<file path="config.mk">
export PLATFORM = sky130hd
export DESIGN_NAME = t2u_top
export DESIGN_NICKNAME = d
export VERILOG_FILES = /design/src/common/t2u_pkg.sv /design/src/common/t2u_tmr_if.sv /design/src/core/t2u_timer.sv /design/src/core/t2u_top.sv
export VERILOG_INCLUDE_DIRS = /design/src /design/src/common
export SDC_FILE = /design/constraint.sdc
export NUM_CORES = 1
export LEC_CHECK = 0
export ABC_CLOCK_PERIOD_IN_PS = 10350
export BUFFER_PORTS_ARGS = -buffer_cell sky130_fd_sc_hd__buf_2
export CAP_MARGIN = 10
export CELL_PAD_IN_SITES_DETAIL_PLACEMENT = 1
export CELL_PAD_IN_SITES_GLOBAL_PLACEMENT = 2
export CORE_ASPECT_RATIO = 2
export CORE_MARGIN = 4
export CORE_UTILIZATION = 41
export CTS_BUF_LIST = sky130_fd_sc_hd__clkbuf_8 sky130_fd_sc_hd__clkbuf_16
export CTS_CLUSTER_DIAMETER = 200
export DETAILED_ROUTE_END_ITERATION = 8
export GPL_ROUTABILITY_DRIVEN = 0
export MAX_ROUTING_LAYER = met4
export PLACE_DENSITY_LB_ADDON = 0.1
export SETUP_SLACK_MARGIN = 0.1
export SLEW_MARGIN = 30
export SYNTH_ARGS = -nofsm -noshare
export SYNTH_HDL_FRONTEND = slang
export SYNTH_HIERARCHICAL = 1
export SYNTH_SLANG_ARGS = --single-unit
export TNS_END_PERCENT = 30
</file>
<file path="constraint.sdc">
create_clock -name SYS_CLK_IN -period 10.35 [get_ports SYS_CLK_IN]
set_input_delay 1.5525 -clock SYS_CLK_IN [delete_from_list [all_inputs] [get_ports SYS_CLK_IN]]
set_output_delay 1.5525 -clock SYS_CLK_IN [all_outputs]
set_load 0.05 [all_outputs]
</file>
<file path="src/common/t2u_params.svh">
// constants for the second-timer and uart clock control block
// assumes inclusion by bare name from the design modules and the bench
`ifndef T2U_PARAMS_SVH
`define T2U_PARAMS_SVH
// register indices; byte address is four times the index
`define T2U_IDX_SERBUF 10'h099
`define T2U_IDX_RELOAD 10'h09A
`define T2U_IDX_SLVADR 10'h0A9
`define T2U_IDX_SLVMSK 10'h0B9
`define T2U_IDX_TCTL 10'h0C8
`define T2U_IDX_STAT 10'h0D0
`define T2U_IDX_MASK 10'h0D1
`define T2U_IDX_MISC 10'h0D2
`define T2U_IDX_RCAP 10'h0D3
`define T2U_IDX_COUNT 10'h0D4
`define T2U_IDX_BITOP 10'h0D5
// control register bit positions
`define T2U_B_OVF 7
`define T2U_B_EXT 6
`define T2U_B_RXSEL 5
`define T2U_B_TXSEL 4
`define T2U_B_EXEN 3
`define T2U_B_RUN 2
`define T2U_B_CT 1
`define T2U_B_CPRL 0
// own misc control bit positions
`define T2U_M_IE 0
`define T2U_M_BRR 1
`define T2U_M_RBCK 2
`define T2U_M_TBCK 3
`define T2U_M_SRC 4
// bit-operation fields
`define T2U_BO_VAL 3
// interrupt status bit positions
`define T2U_S_OVF 0
`define T2U_S_EXT 1
`define T2U_S_BRG 2
// reset values and responses
`define T2U_RST8 8'h00
`define T2U_RST16 16'h0000
`define T2U_RST3 3'h0
`define T2U_RST5 5'h00
`define T2U_RESP_OK 2'h0
`define T2U_RESP_ERR 2'h2
// timing
`define T2U_CLK_MHZ 50
`define T2U_TMR_DIV 12
`define T2U_BRG_DIV 16
`define T2U_TOP16 16'hFFFF
`define T2U_TOP8 8'hFF
`endif

</file>
<file path="src/common/t2u_pkg.sv">
// types shared by the second-timer control design
// assumes t2u_params.svh on the include path
package t2u_pkg;
  // control register field view
  typedef struct packed {
    logic ovf;
    logic ext;
    logic rxsel;
    logic txsel;
    logic exen;
    logic run;
    logic ct;
    logic cprl;
  } t2u_tctl_s;
  // uart mode encoding as delivered by the serial port
  typedef enum logic [1:0] {UM_SHIFT, UM_8BIT, UM_9FIX, UM_9VAR} t2u_umode_e;
  // read channel state
  typedef enum logic {RD_IDLE, RD_RESP} t2u_rd_e;
endpackage

</file>
<file path="src/common/t2u_tmr_if.sv">
// carrier between the control top and the timer datapath
// assumes one clock shared by both ends
`timescale 1ns/1ps
interface t2u_tmr_if;
  logic run;
  logic cnt_ext;
  logic cap_mode;
  logic ext_en;
  logic baud_mode;
  logic t2_fall;
  logic t2ex_fall;
  logic [15:0] rcap;
  logic ovf;
  logic ext_evt;
  logic cap_evt;
  logic [15:0] cap_val;
  logic [15:0] count;
  modport ctrl(output run, cnt_ext, cap_mode, ext_en, baud_mode, t2_fall, t2ex_fall, rcap,
               input ovf, ext_evt, cap_evt, cap_val, count);
  modport tmr(input run, cnt_ext, cap_mode, ext_en, baud_mode, t2_fall, t2ex_fall, rcap,
              output ovf, ext_evt, cap_evt, cap_val, count);
endinterface

</file>
<file path="src/core/t2u_timer.sv">
// 16-bit second timer: counting, overflow reload and capture
// assumes synchronised, edge-detected pin pulses from the top
`timescale 1ns/1ps
`include "t2u_params.svh"
module t2u_timer #(
  parameter int DIV = `T2U_TMR_DIV
) (
  input wire logic clk_in, // system clock
  input wire logic rst_n_in, // synchronised reset
  t2u_tmr_if.tmr tif // control and events
);
  logic [7:0] div_q;
  logic tick;
  logic [15:0] cnt_q;
  logic ovf_q, ext_q, cap_q;
  logic [15:0] capv_q;
  logic ext_hit;

  // prescaler gives a one-cycle enable for internal timing
  always_ff @(posedge clk_in or negedge rst_n_in) begin
    if (!rst_n_in) begin
      div_q <= `T2U_RST8;
    end else if (div_q == 8'(DIV - 1)) begin
      div_q <= `T2U_RST8;
    end else begin
      div_q <= div_q + 8'h01;
    end
  end

  // counter input: pin edges in counter mode, prescaler otherwise
  assign tick = tif.run && (tif.cnt_ext ? tif.t2_fall : (div_q == 8'(DIV - 1)));
  assign ext_hit = tif.ext_en && tif.t2ex_fall;

  // count; overflow reloads unless in plain capture mode, which wraps
  always_ff @(posedge clk_in or negedge rst_n_in) begin
    if (!rst_n_in) begin
      cnt_q <= `T2U_RST16;
    end else if (tick && cnt_q == `T2U_TOP16) begin
      cnt_q <= (tif.cap_mode && !tif.baud_mode) ? `T2U_RST16 : tif.rcap;
    end else if (ext_hit && !tif.cap_mode && !tif.baud_mode) begin
      cnt_q <= tif.rcap;
    end else if (tick) begin
      cnt_q <= cnt_q + 16'h0001;
    end
  end

  // event pulses; capture only outside baud mode
  always_ff @(posedge clk_in or negedge rst_n_in) begin
    if (!rst_n_in) begin
      ovf_q <= 1'b0;
      ext_q <= 1'b0;
      cap_q <= 1'b0;
      capv_q <= `T2U_RST16;
    end else begin
      ovf_q <= tick && cnt_q == `T2U_TOP16;
      ext_q <= ext_hit;
      cap_q <= ext_hit && tif.cap_mode && !tif.baud_mode;
      if (ext_hit && tif.cap_mode && !tif.baud_mode) begin
        capv_q <= cnt_q;
      end
    end
  end

  assign tif.ovf = ovf_q;
  assign tif.ext_evt = ext_q;
  assign tif.cap_evt = cap_q;
  assign tif.cap_val = capv_q;
  assign tif.count = cnt_q;
endmodule

</file>
<file path="src/core/t2u_top.sv">
// second-timer control, uart clock routing and uart address registers
// Functional notes
// - overflow flag bit 7 sets on timer overflow only when both clock selects clear
// - hardware never clears the overflow flag; software writes it to zero
// - external flag bit 6 with timer interrupt enabled requests the timer interrupt
// - bit 5 set routes timer overflows to receive clock in modes 1 and 3 while misc bit 2 is clear
// - control register resets to zero and every bit is singly writable
// - serial buffer has no reset value
// - eight-bit baud reload register at index 9A, reset zero
// - eight-bit slave address mask register at index B9, reset zero
// - eight-bit slave address register at index A9, reset zero
// - internal baud generator clocks serial modes 1, 3 and optionally mode 0
// assumes an AXI4-Lite master on SYS_CLK_IN and timer 1 overflow pulses on the same clock
//
// Chosen here: the AXI4-Lite register port.
`timescale 1ns/1ps
`include "t2u_params.svh"
module t2u_top #(
  parameter int BRG_DIV = `T2U_BRG_DIV
) (
  input wire logic SYS_CLK_IN, // 50 MHz clock
  input wire logic RST_N_IN, // async reset, low
  input wire logic [11:0] S_AXI_AWADDR_IN, // write address
  input wire logic S_AXI_AWVALID_IN, // write address valid
  output logic S_AXI_AWREADY_OUT, // write address ready
  input wire logic [31:0] S_AXI_WDATA_IN, // write data
  input wire logic [3:0] S_AXI_WSTRB_IN, // byte strobes
  input wire logic S_AXI_WVALID_IN, // write data valid
  output logic S_AXI_WREADY_OUT, // write data ready
  output logic [1:0] S_AXI_BRESP_OUT, // write response
  output logic S_AXI_BVALID_OUT, // write response valid
  input wire logic S_AXI_BREADY_IN, // write response ready
  input wire logic [11:0] S_AXI_ARADDR_IN, // read address
  input wire logic S_AXI_ARVALID_IN, // read address valid
  output logic S_AXI_ARREADY_OUT, // read address ready
  output logic [31:0] S_AXI_RDATA_OUT, // read data
  output logic [1:0] S_AXI_RRESP_OUT, // read response
  output logic S_AXI_RVALID_OUT, // read data valid
  input wire logic S_AXI_RREADY_IN, // read data ready
  input wire logic T2_PIN_IN, // timer count pin, async
  input wire logic T2EX_PIN_IN, // timer trigger pin, async
  input wire logic T1_OVF_IN, // timer 1 overflow pulse
  input wire logic [1:0] UART_MODE_IN, // serial mode from uart
  output logic RX_CLK_OUT, // receive clock pulse
  output logic TX_CLK_OUT, // transmit clock pulse
  output logic T2_IRQ_OUT, // timer interrupt request
  output logic IRQ_OUT // masked status interrupt
);
  logic [1:0] rst_sync_q;
  logic rst_n;
  logic [2:0] t2_sync_q, t2ex_sync_q;
  t2u_pkg::t2u_tctl_s tctl_q;
  logic [7:0] serbuf_q, reload_q, slvadr_q, slvmsk_q;
  logic [4:0] misc_q;
  logic [15:0] rcap_q;
  logic [2:0] stat_q, mask_q;
  logic [7:0] brg_q, brg_div_q;
  logic brg_tick;
  logic aw_got_q, w_got_q;
  logic [9:0] aw_idx_q;
  logic [31:0] wdata_q;
  logic [3:0] wstrb_q;
  logic wr_fire;
  t2u_pkg::t2u_rd_e rd_q;
  t2u_tmr_if tif();

  // decode a byte address to a register index; low two bits are ignored
  function automatic logic [9:0] idx_of(input logic [11:0] a);
    idx_of = a[11:2];
  endfunction

  function automatic logic mapped(input logic [9:0] i);
    mapped = (i == `T2U_IDX_SERBUF) || (i == `T2U_IDX_RELOAD) || (i == `T2U_IDX_SLVADR) ||
             (i == `T2U_IDX_SLVMSK) || (i == `T2U_IDX_TCTL) || (i == `T2U_IDX_STAT) ||
             (i == `T2U_IDX_MASK) || (i == `T2U_IDX_MISC) || (i == `T2U_IDX_RCAP) ||
             (i == `T2U_IDX_COUNT) || (i == `T2U_IDX_BITOP);
  endfunction

  // merge a strobed byte into an old byte
  function automatic logic [7:0] merge8(input logic [7:0] old, input logic [7:0] nw,
                                        input logic en);
    merge8 = en ? nw : old;
  endfunction

  // reset release through two flops so deassertion is clean
  always_ff @(posedge SYS_CLK_IN or negedge RST_N_IN) begin
    if (!RST_N_IN) begin
      rst_sync_q <= 2'b00;
    end else begin
      rst_sync_q <= {rst_sync_q[0], 1'b1};
    end
  end
  assign rst_n = rst_sync_q[1];

  // pin synchronisers; third stage only feeds the edge detector
  always_ff @(posedge SYS_CLK_IN or negedge rst_n) begin
    if (!rst_n) begin
      t2_sync_q <= 3'b111;
      t2ex_sync_q <= 3'b111;
    end else begin
      t2_sync_q <= {t2_sync_q[1:0], T2_PIN_IN};
      t2ex_sync_q <= {t2ex_sync_q[1:0], T2EX_PIN_IN};
    end
  end

  // timer connection
  assign tif.run = tctl_q.run;
  assign tif.cnt_ext = tctl_q.ct;
  assign tif.cap_mode = tctl_q.cprl;
  assign tif.ext_en = tctl_q.exen;
  assign tif.baud_mode = tctl_q.rxsel || tctl_q.txsel;
  assign tif.t2_fall = t2_sync_q[2] && !t2_sync_q[1];
  assign tif.t2ex_fall = t2ex_sync_q[2] && !t2ex_sync_q[1];
  assign tif.rcap = rcap_q;

  t2u_timer #(.DIV(`T2U_TMR_DIV)) u_timer (
    .clk_in(SYS_CLK_IN),
    .rst_n_in(rst_n),
    .tif(tif)
  );

  // write channel: address and data taken in either order, one write in flight
  always_ff @(posedge SYS_CLK_IN or negedge rst_n) begin
    if (!rst_n) begin
      aw_got_q <= 1'b0;
      w_got_q <= 1'b0;
      aw_idx_q <= 10'h000;
      wdata_q <= 32'h00000000;
      wstrb_q <= 4'h0;
      S_AXI_BVALID_OUT <= 1'b0;
      S_AXI_BRESP_OUT <= `T2U_RESP_OK;
    end else begin
      if (S_AXI_AWVALID_IN && S_AXI_AWREADY_OUT) begin
        aw_got_q <= 1'b1;
        aw_idx_q <= idx_of(S_AXI_AWADDR_IN);
      end
      if (S_AXI_WVALID_IN && S_AXI_WREADY_OUT) begin
        w_got_q <= 1'b1;
        wdata_q <= S_AXI_WDATA_IN;
        wstrb_q <= S_AXI_WSTRB_IN;
      end
      if (wr_fire) begin
        aw_got_q <= 1'b0;
        w_got_q <= 1'b0;
        S_AXI_BVALID_OUT <= 1'b1;
        S_AXI_BRESP_OUT <= mapped(aw_idx_q) ? `T2U_RESP_OK : `T2U_RESP_ERR;
      end else if (S_AXI_BVALID_OUT && S_AXI_BREADY_IN) begin
        S_AXI_BVALID_OUT <= 1'b0;
      end
    end
  end
  assign wr_fire = aw_got_q && w_got_q && !S_AXI_BVALID_OUT;

  // ready flags held as flops; dropped once the item is in hand
  always_ff @(posedge SYS_CLK_IN or negedge rst_n) begin
    if (!rst_n) begin
      S_AXI_AWREADY_OUT <= 1'b0;
      S_AXI_WREADY_OUT <= 1'b0;
    end else begin
      S_AXI_AWREADY_OUT <= !aw_got_q && !(S_AXI_AWVALID_IN && S_AXI_AWREADY_OUT) &&
                           !S_AXI_BVALID_OUT;
      S_AXI_WREADY_OUT <= !w_got_q && !(S_AXI_WVALID_IN && S_AXI_WREADY_OUT) &&
                          !S_AXI_BVALID_OUT;
    end
  end

  // plain registers: reload, slave address and mask bytes, misc control and interrupt mask
  always_ff @(posedge SYS_CLK_IN or negedge rst_n) begin
    if (!rst_n) begin
      reload_q <= `T2U_RST8;
      slvadr_q <= `T2U_RST8;
      slvmsk_q <= `T2U_RST8;
      misc_q <= `T2U_RST5;
      mask_q <= `T2U_RST3;
    end else if (wr_fire) begin
      if (aw_idx_q == `T2U_IDX_RELOAD) begin
        reload_q <= merge8(reload_q, wdata_q[7:0], wstrb_q[0]);
      end
      if (aw_idx_q == `T2U_IDX_SLVADR) begin
        slvadr_q <= merge8(slvadr_q, wdata_q[7:0], wstrb_q[0]);
      end
      if (aw_idx_q == `T2U_IDX_SLVMSK) begin
        slvmsk_q <= merge8(slvmsk_q, wdata_q[7:0], wstrb_q[0]);
      end
      if (aw_idx_q == `T2U_IDX_MISC && wstrb_q[0]) misc_q <= wdata_q[4:0];
      if (aw_idx_q == `T2U_IDX_MASK && wstrb_q[0]) mask_q <= wdata_q[2:0];
    end
  end

  // serial buffer carries no reset: content is undefined until written
  always_ff @(posedge SYS_CLK_IN) begin
    if (wr_fire && aw_idx_q == `T2U_IDX_SERBUF && wstrb_q[0]) begin
      serbuf_q <= wdata_q[7:0];
    end
  end

  // reload/capture value; a capture in the same cycle wins over software
  always_ff @(posedge SYS_CLK_IN or negedge rst_n) begin
    if (!rst_n) begin
      rcap_q <= `T2U_RST16;
    end else if (tif.cap_evt) begin
      rcap_q <= tif.cap_val;
    end else if (wr_fire && aw_idx_q == `T2U_IDX_RCAP) begin
      rcap_q <= {merge8(rcap_q[15:8], wdata_q[15:8], wstrb_q[1]),
                 merge8(rcap_q[7:0], wdata_q[7:0], wstrb_q[0])};
    end
  end

  // control register: whole-byte write or single-bit write; hardware sets win
  always_ff @(posedge SYS_CLK_IN or negedge rst_n) begin
    if (!rst_n) begin
      tctl_q <= `T2U_RST8;
    end else begin
      if (wr_fire && aw_idx_q == `T2U_IDX_TCTL && wstrb_q[0]) begin
        tctl_q <= wdata_q[7:0];
      end else if (wr_fire && aw_idx_q == `T2U_IDX_BITOP && wstrb_q[0]) begin
        tctl_q[wdata_q[2:0]] <= wdata_q[`T2U_BO_VAL];
      end
      if (tif.ovf && !tctl_q.rxsel && !tctl_q.txsel) begin
        tctl_q[`T2U_B_OVF] <= 1'b1;
      end
      if (tif.ext_evt) begin
        tctl_q[`T2U_B_EXT] <= 1'b1;
      end
    end
  end

  // sticky interrupt status, write one to clear, new events win
  always_ff @(posedge SYS_CLK_IN or negedge rst_n) begin
    if (!rst_n) begin
      stat_q <= `T2U_RST3;
    end else begin
      stat_q <= (stat_q & ~((wr_fire && aw_idx_q == `T2U_IDX_STAT && wstrb_q[0]) ?
                 wdata_q[2:0] : 3'h0)) |
                {brg_tick, tif.ext_evt, tif.ovf && !tctl_q.rxsel && !tctl_q.txsel};
    end
  end

  // internal baud generator: counts from reload to top on a divided enable
  always_ff @(posedge SYS_CLK_IN or negedge rst_n) begin
    if (!rst_n) begin
      brg_div_q <= `T2U_RST8;
      brg_q <= `T2U_RST8;
    end else if (!misc_q[`T2U_M_BRR]) begin
      brg_div_q <= `T2U_RST8;
      brg_q <= reload_q;
    end else begin
      brg_div_q <= (brg_div_q == 8'(BRG_DIV - 1)) ? `T2U_RST8 : brg_div_q + 8'h01;
      if (brg_div_q == 8'(BRG_DIV - 1)) begin
        brg_q <= (brg_q == `T2U_TOP8) ? reload_q : brg_q + 8'h01;
      end
    end
  end
  assign brg_tick = misc_q[`T2U_M_BRR] && brg_div_q == 8'(BRG_DIV - 1) && brg_q == `T2U_TOP8;

  // serial clock routing; mode 0 only sees the generator when asked, mode 2 gets no clock
  always_ff @(posedge SYS_CLK_IN or negedge rst_n) begin
    if (!rst_n) begin
      RX_CLK_OUT <= 1'b0;
      TX_CLK_OUT <= 1'b0;
    end else begin
      unique case (t2u_pkg::t2u_umode_e'(UART_MODE_IN))
        t2u_pkg::UM_8BIT, t2u_pkg::UM_9VAR: begin
          RX_CLK_OUT <= misc_q[`T2U_M_RBCK] ? brg_tick :
                        tctl_q.rxsel ? tif.ovf : T1_OVF_IN;
          TX_CLK_OUT <= misc_q[`T2U_M_TBCK] ? brg_tick :
                        tctl_q.txsel ? tif.ovf : T1_OVF_IN;
        end
        t2u_pkg::UM_SHIFT: begin
          RX_CLK_OUT <= misc_q[`T2U_M_SRC] && brg_tick;
          TX_CLK_OUT <= misc_q[`T2U_M_SRC] && brg_tick;
        end
        t2u_pkg::UM_9FIX: begin
          RX_CLK_OUT <= 1'b0;
          TX_CLK_OUT <= 1'b0;
        end
      endcase
    end
  end

  // interrupt outputs, registered
  always_ff @(posedge SYS_CLK_IN or negedge rst_n) begin
    if (!rst_n) begin
      T2_IRQ_OUT <= 1'b0;
      IRQ_OUT <= 1'b0;
    end else begin
      T2_IRQ_OUT <= misc_q[`T2U_M_IE] && (tctl_q.ext || tctl_q.ovf);
      IRQ_OUT <= |(stat_q & mask_q);
    end
  end

  // read channel: one read in flight, data valid one cycle after address
  always_ff @(posedge SYS_CLK_IN or negedge rst_n) begin
    if (!rst_n) begin
      rd_q <= t2u_pkg::RD_IDLE;
      S_AXI_ARREADY_OUT <= 1'b0;
      S_AXI_RVALID_OUT <= 1'b0;
      S_AXI_RDATA_OUT <= 32'h00000000;
      S_AXI_RRESP_OUT <= `T2U_RESP_OK;
    end else begin
      unique case (rd_q)
        t2u_pkg::RD_IDLE: begin
          S_AXI_ARREADY_OUT <= !(S_AXI_ARVALID_IN && S_AXI_ARREADY_OUT);
          if (S_AXI_ARVALID_IN && S_AXI_ARREADY_OUT) begin
            rd_q <= t2u_pkg::RD_RESP;
            S_AXI_RVALID_OUT <= 1'b1;
            S_AXI_RRESP_OUT <= mapped(idx_of(S_AXI_ARADDR_IN)) ? `T2U_RESP_OK : `T2U_RESP_ERR;
            unique case (idx_of(S_AXI_ARADDR_IN))
              `T2U_IDX_SERBUF: S_AXI_RDATA_OUT <= {24'h000000, serbuf_q};
              `T2U_IDX_RELOAD: S_AXI_RDATA_OUT <= {24'h000000, reload_q};
              `T2U_IDX_SLVADR: S_AXI_RDATA_OUT <= {24'h000000, slvadr_q};
              `T2U_IDX_SLVMSK: S_AXI_RDATA_OUT <= {24'h000000, slvmsk_q};
              `T2U_IDX_TCTL: S_AXI_RDATA_OUT <= {24'h000000, tctl_q};
              `T2U_IDX_STAT: S_AXI_RDATA_OUT <= {29'h00000000, stat_q};
              `T2U_IDX_MASK: S_AXI_RDATA_OUT <= {29'h00000000, mask_q};
              `T2U_IDX_MISC: S_AXI_RDATA_OUT <= {27'h0000000, misc_q};
              `T2U_IDX_RCAP: S_AXI_RDATA_OUT <= {16'h0000, rcap_q};
              `T2U_IDX_COUNT: S_AXI_RDATA_OUT <= {16'h0000, tif.count};
              default: S_AXI_RDATA_OUT <= 32'h00000000;
            endcase
          end
        end
        t2u_pkg::RD_RESP: begin
          S_AXI_ARREADY_OUT <= 1'b0;
          if (S_AXI_RREADY_IN) begin
            rd_q <= t2u_pkg::RD_IDLE;
            S_AXI_RVALID_OUT <= 1'b0;
          end
        end
      endcase
    end
  end
endmodule

</file>
# Yosys cells after proc, flatten, opt, wreduce, memory -nomap -nowiden
# Index checks and enable logic that the tools add are counted.
# classes
n_bitwise,5
magnitude_cmp,2
n_addsub,4
muxes,45
reduce_logical,94
n_eq_ne,32
# op_table
cell,n
"== test 10 x 8 -> 1 bit, second input constant",22
case mux 16 bit (10 select lines),1
two-way mux 16 bit,6
two-way mux 8 bit,10
logical AND 1 bit,38
"adder 8 x 1 -> 8 bit, second input constant",3
logical OR 1 bit,22
two-way mux 1 bit,18
"adder 16 x 1 -> 16 bit, second input constant",1
"== test 16 bit, second input constant",1
"== test 8 x 4 -> 1 bit, second input constant",2
nonzero test 2 bit,7
zero test 1 bit,12
AND reduction 2 bit,6
AND reduction 3 bit,3
nonzero test 3 bit,3
bitwise mux 8 bit,1
"== test 8 bit, second input constant",1
bitwise AND 3 bit,2
case mux 1 bit (2 select lines),3
case mux 1 bit (3 select lines),2
"== test 2 bit, second input constant",2
"< comparator 3 x 4 -> 1 bit, second input constant",1
two-way mux 2 bit,2
12 further kinds,13
# word_totals
wordCells,228
ff_bits,210
in_bits,72

# Longest topological paths before layout
# depth
ltp_word,12
depth_mapped,8

# By module
# The synthesis kept the hierarchy.
# by_module_without_submodules
mod,area_per_inst_um2,n_inst,cells_per_inst
t2u_top,7174.4,1,641
t2u_timer,2304.7,1,265

# Worst setup path after synthesis
# OpenSTA, ideal clock, no wires.
# synth_timing
path_kind,input-to-reg
start,input S_AXI_ARADDR_IN[2]
end,register S_AXI_RDATA_OUT[2]
t_arrival_ns,3.039
t_required_ns,10.285
cell_stages,5
slack_ns,7.246
cell_sequence,or4_1 > nor4b_2 > a22oi_1 > a41oi_1 > a21o_1
# synth_via
elab_chain_len,2
word_cells_on_any_way,11
cone_classes,eq/ne (10); mux (1)
# synth_lines
element,line,text
from (decl),t2u_top.sv:33,"input wire logic [11:0] S_AXI_ARADDR_IN,"
== test 10 x 8 -> 1 bit,t2u_top.sv:308,unique case (idx_of(S_AXI_ARADDR_IN))
case mux 16 bit (10 select lines) *,t2u_top.sv:308,
to (signal assigned),t2u_top.sv:309,"`T2U_IDX_SERBUF: S_AXI_RDATA_OUT <= {24'h000000, serbuf_q};"
to (signal assigned),t2u_top.sv:310,"`T2U_IDX_RELOAD: S_AXI_RDATA_OUT <= {24'h000000, reload_q};"
to (signal assigned),t2u_top.sv:311,"`T2U_IDX_SLVADR: S_AXI_RDATA_OUT <= {24'h000000, slvadr_q};"
to (decl),t2u_top.sv:36,"output logic [31:0] S_AXI_RDATA_OUT,"
# Mark *: on every way between the ends. The rest lies on a longest branch, timed or not.
# A chain may end at the register's enable or synchronous reset.

# Worst setup path after layout
# layout_timing
start,input S_AXI_ARADDR_IN[6]
end,register S_AXI_RDATA_OUT[9]
# Same word-level chain as after synthesis.

==> results.toml <==
[cells_and_area]
nNetsFinal = 1041
fin_cells = 1257
antenna_cells = 0
area_delta_synth_final_pct = 12.2
final_common_cell = "dfrtp_1"
drive_gt1_frac = 0.220
stdcell_area_um2 = 10600
final_cell_mix = "dfrtp_1 (176), nand2_1 (120), buf_2 (76), mux2_2 (69), nor2_1 (56)"

[sta]
rsz0062_at_grt = "no"
report.final.hold_viol_count = 0
finalWorstSetupSlack_ns = 6.90
setup_violations = 0
fmax_mhz = 290
min_period_over_period = 0.334
drv_slew = 0
whs_ns = 0.309
slew-limit-headroom = 0.420
fin_worst_skew_ns = 0.0127
worst_slew_pin_slew_ns = 0.863
period_needed_ns = 3.45
fin_setup_tns_ns = 0

[power]
max-vdd-ir-drop_v = 0.000122
leakagePower_uw = 0.00484
powerDensity_nw_per_um2 = 221

[place]
hpwlAfterDp_um = 22200
port-buffer-count = 76
dpl-instance-area_um2 = 10000
placed_cells = 1226
dp_slack_ns = 6.45

[synth]
synth_flop_cell = "dfrtp_1"
syn_avg_cell_area_um2 = 10.5
synth-seq-cells = 192
ys_warn_count = 6
synthArstFlopShare = 0.958
synth_seq_area_share = 0.512
synthCells = 906
synth_area_um2 = 9480
synth_cell_types = 75
synth-edff-count = 8

[detailed_routing]
antenna_left = 0
dr_total_vias = 7420
drc_errors = 0
first_pass_iters = 5
wl_um = 29600
first_iter_violations = 319
detail_route.wl_per_cell_um = 23.5
viasPerCell = 5.90

[floorplanning]
core_area_um2 = 22700
num_rows = 78
ioPinCount = 117
die_area_um2 = 25800
start_util = 0.417
dieWidth_um = 116
die_h_um = 223

[worst_setup_path]
endpoint_kind = "flop"
critPathKind = "in2reg"
critPathLaunch = "S_AXI_ARADDR_IN[6]"
cp-start-kind = "input port"
critPathArrivalTime_ns = 3.82
timing.rr.start = "u_timer/tif.count[7]"
cp_max_fo = 16
worst-endpoint-required_ns = 10.72

[clock_network]
clk_latency_ns = 0.46
cts_setup_buffers = 0
ctsRootBufferMaster = "clkbuf_16"
path_clk_slew_ns = 0.07
cts.sinks = 192
numCtsBuffers = 17
ctsResizeCount = 0
htreeDepth = 4
clk_path_buf_depth = 2
cts_tree = "yes"
holdBufCountCts = 0

[job]
drv_cap = 0

[grt]
first_global_vias = 8269
grt_use_total = 0.247
antenna_found_initial = 0
overflow = 0
grt_pass1_wl_um = 47100
grt_max_degree = 52

[outcome]
status = "finished, final reports clean"

[worst_hold_path]
hp-class = "reg2async"
report_power, final:
group	total, uW	internal, uW	switching (uW)
Clock	671	379	292
Combinational	543	217	326
Sequential	1140	899	237
Total	2350	1490	855
logic make-up after synthesis:
| group | synth area share |
|---|---|
| AOI/OAI and AO/OA | 0.134 |
| DFF | 0.512 |
| adders and majority gates | 0.00528 |
| xor gates and xnor gates | 0.0231 |
| buffers and inverters | 0.0413 |
| and+or+nand+nor | 0.175 |
| other | 0.000792 |
| muxes | 0.109 |
stage by stage:
stage           util  total power (uW)
2_1_floorplan      -              1500
3_3_place_gp   0.441              1660
3_5_place_dp   0.442              1700
4_1_cts        0.468              2370
5_1_grt        0.468              2480
6_report       0.468              2350
cells in the mapped netlist, drive strengths merged (5+ instances only):
cell / instances / area, um^2
dfrtp: 178 / 4450
nand2: 120 / 450
mux2: 69 / 777
nor2: 56 / 210
o21ai: 55 / 275
clkbuf: 34 / 128
a21oi: 31 / 155
buf: 29 / 196
nand3: 29 / 145
mux2i: 26 / 260
inv: 18 / 67.6
xnor2: 17 / 149
a22oi: 14 / 105
nor2b: 14 / 87.6
and3: 13 / 81.3
nand4: 13 / 81.3
nor4: 13 / 133
a21o: 11 / 82.6
a31oi: 11 / 68.8
nor3: 11 / 55.1
a211oi: 8 / 60.1
a22o: 8 / 70.1
edfxtp: 8 / 240
nor4b: 8 / 91.3
xor2: 8 / 70.1
and2: 6 / 37.5
dfstp: 6 / 158
o22ai: 6 / 37.5
a32oi: 5 / 43.8
nand2b: 5 / 31.3
nor3b: 5 / 37.5
worst max-delay path, stage by stage:
cell,delay (ns)
buf_2,0.34
nor4bb_1,0.52
and3_1,0.35
and3_1,0.58
a22oi_1,0.24
o21ai_0,0.23
flip-flops by register name, indices dropped and copies added (netlist names), 5 cells and up:
name                 flops
brg_div_q                8
u_timer/div_q            8
misc_q                   5
u_timer/tif.cap_val     16
slvmsk_q                 8
S_AXI_RDATA_OUT         16
serbuf_q                 8
wdata_q                 16
u_timer/tif.count       16
rcap_q                  16
reload_q                 8
slvadr_q                 8
brg_q                    8
aw_idx_q                10
routing by layer:
metal	global-route usage	up-vias	share of wire
li1	-	3365	-
met1	0.250	3830	0.36
met2	0.449	162	0.56
met4	0.126	0	0.053
met3	0.0369	63	0.030
met5	-	-	0
cell type report:
class                           instances  area (um^2)
Fill cell                            2543        12100
Sequential cell                       192         4860
Multi-Input combinational cell        650         4320
Clock buffer                           21          480
Timing Repair Buffer                   86          455
Tap cell                              280          350
Clock inverter                         10          110
Inverter                               18         67.6
path summary, 6_finish.rpt:
path / endpoint / slack, ns / depth (start not counted)
max: S_AXI_RDATA_OUT[9] / 6.90 / 6
min in group SYS_CLK_IN: rst_sync_q[1] / 0.35 / 0
max reg2reg: u_timer/tif.count[14] / 7.21 / 5
min: S_AXI_WREADY_OUT / 0.31 / 0
max in group asynchronous: reload_q[4] / 8.35 / 2
min reg2reg: S_AXI_WREADY_OUT / 0.31 / 0
(Power assumes the default switching activity.)
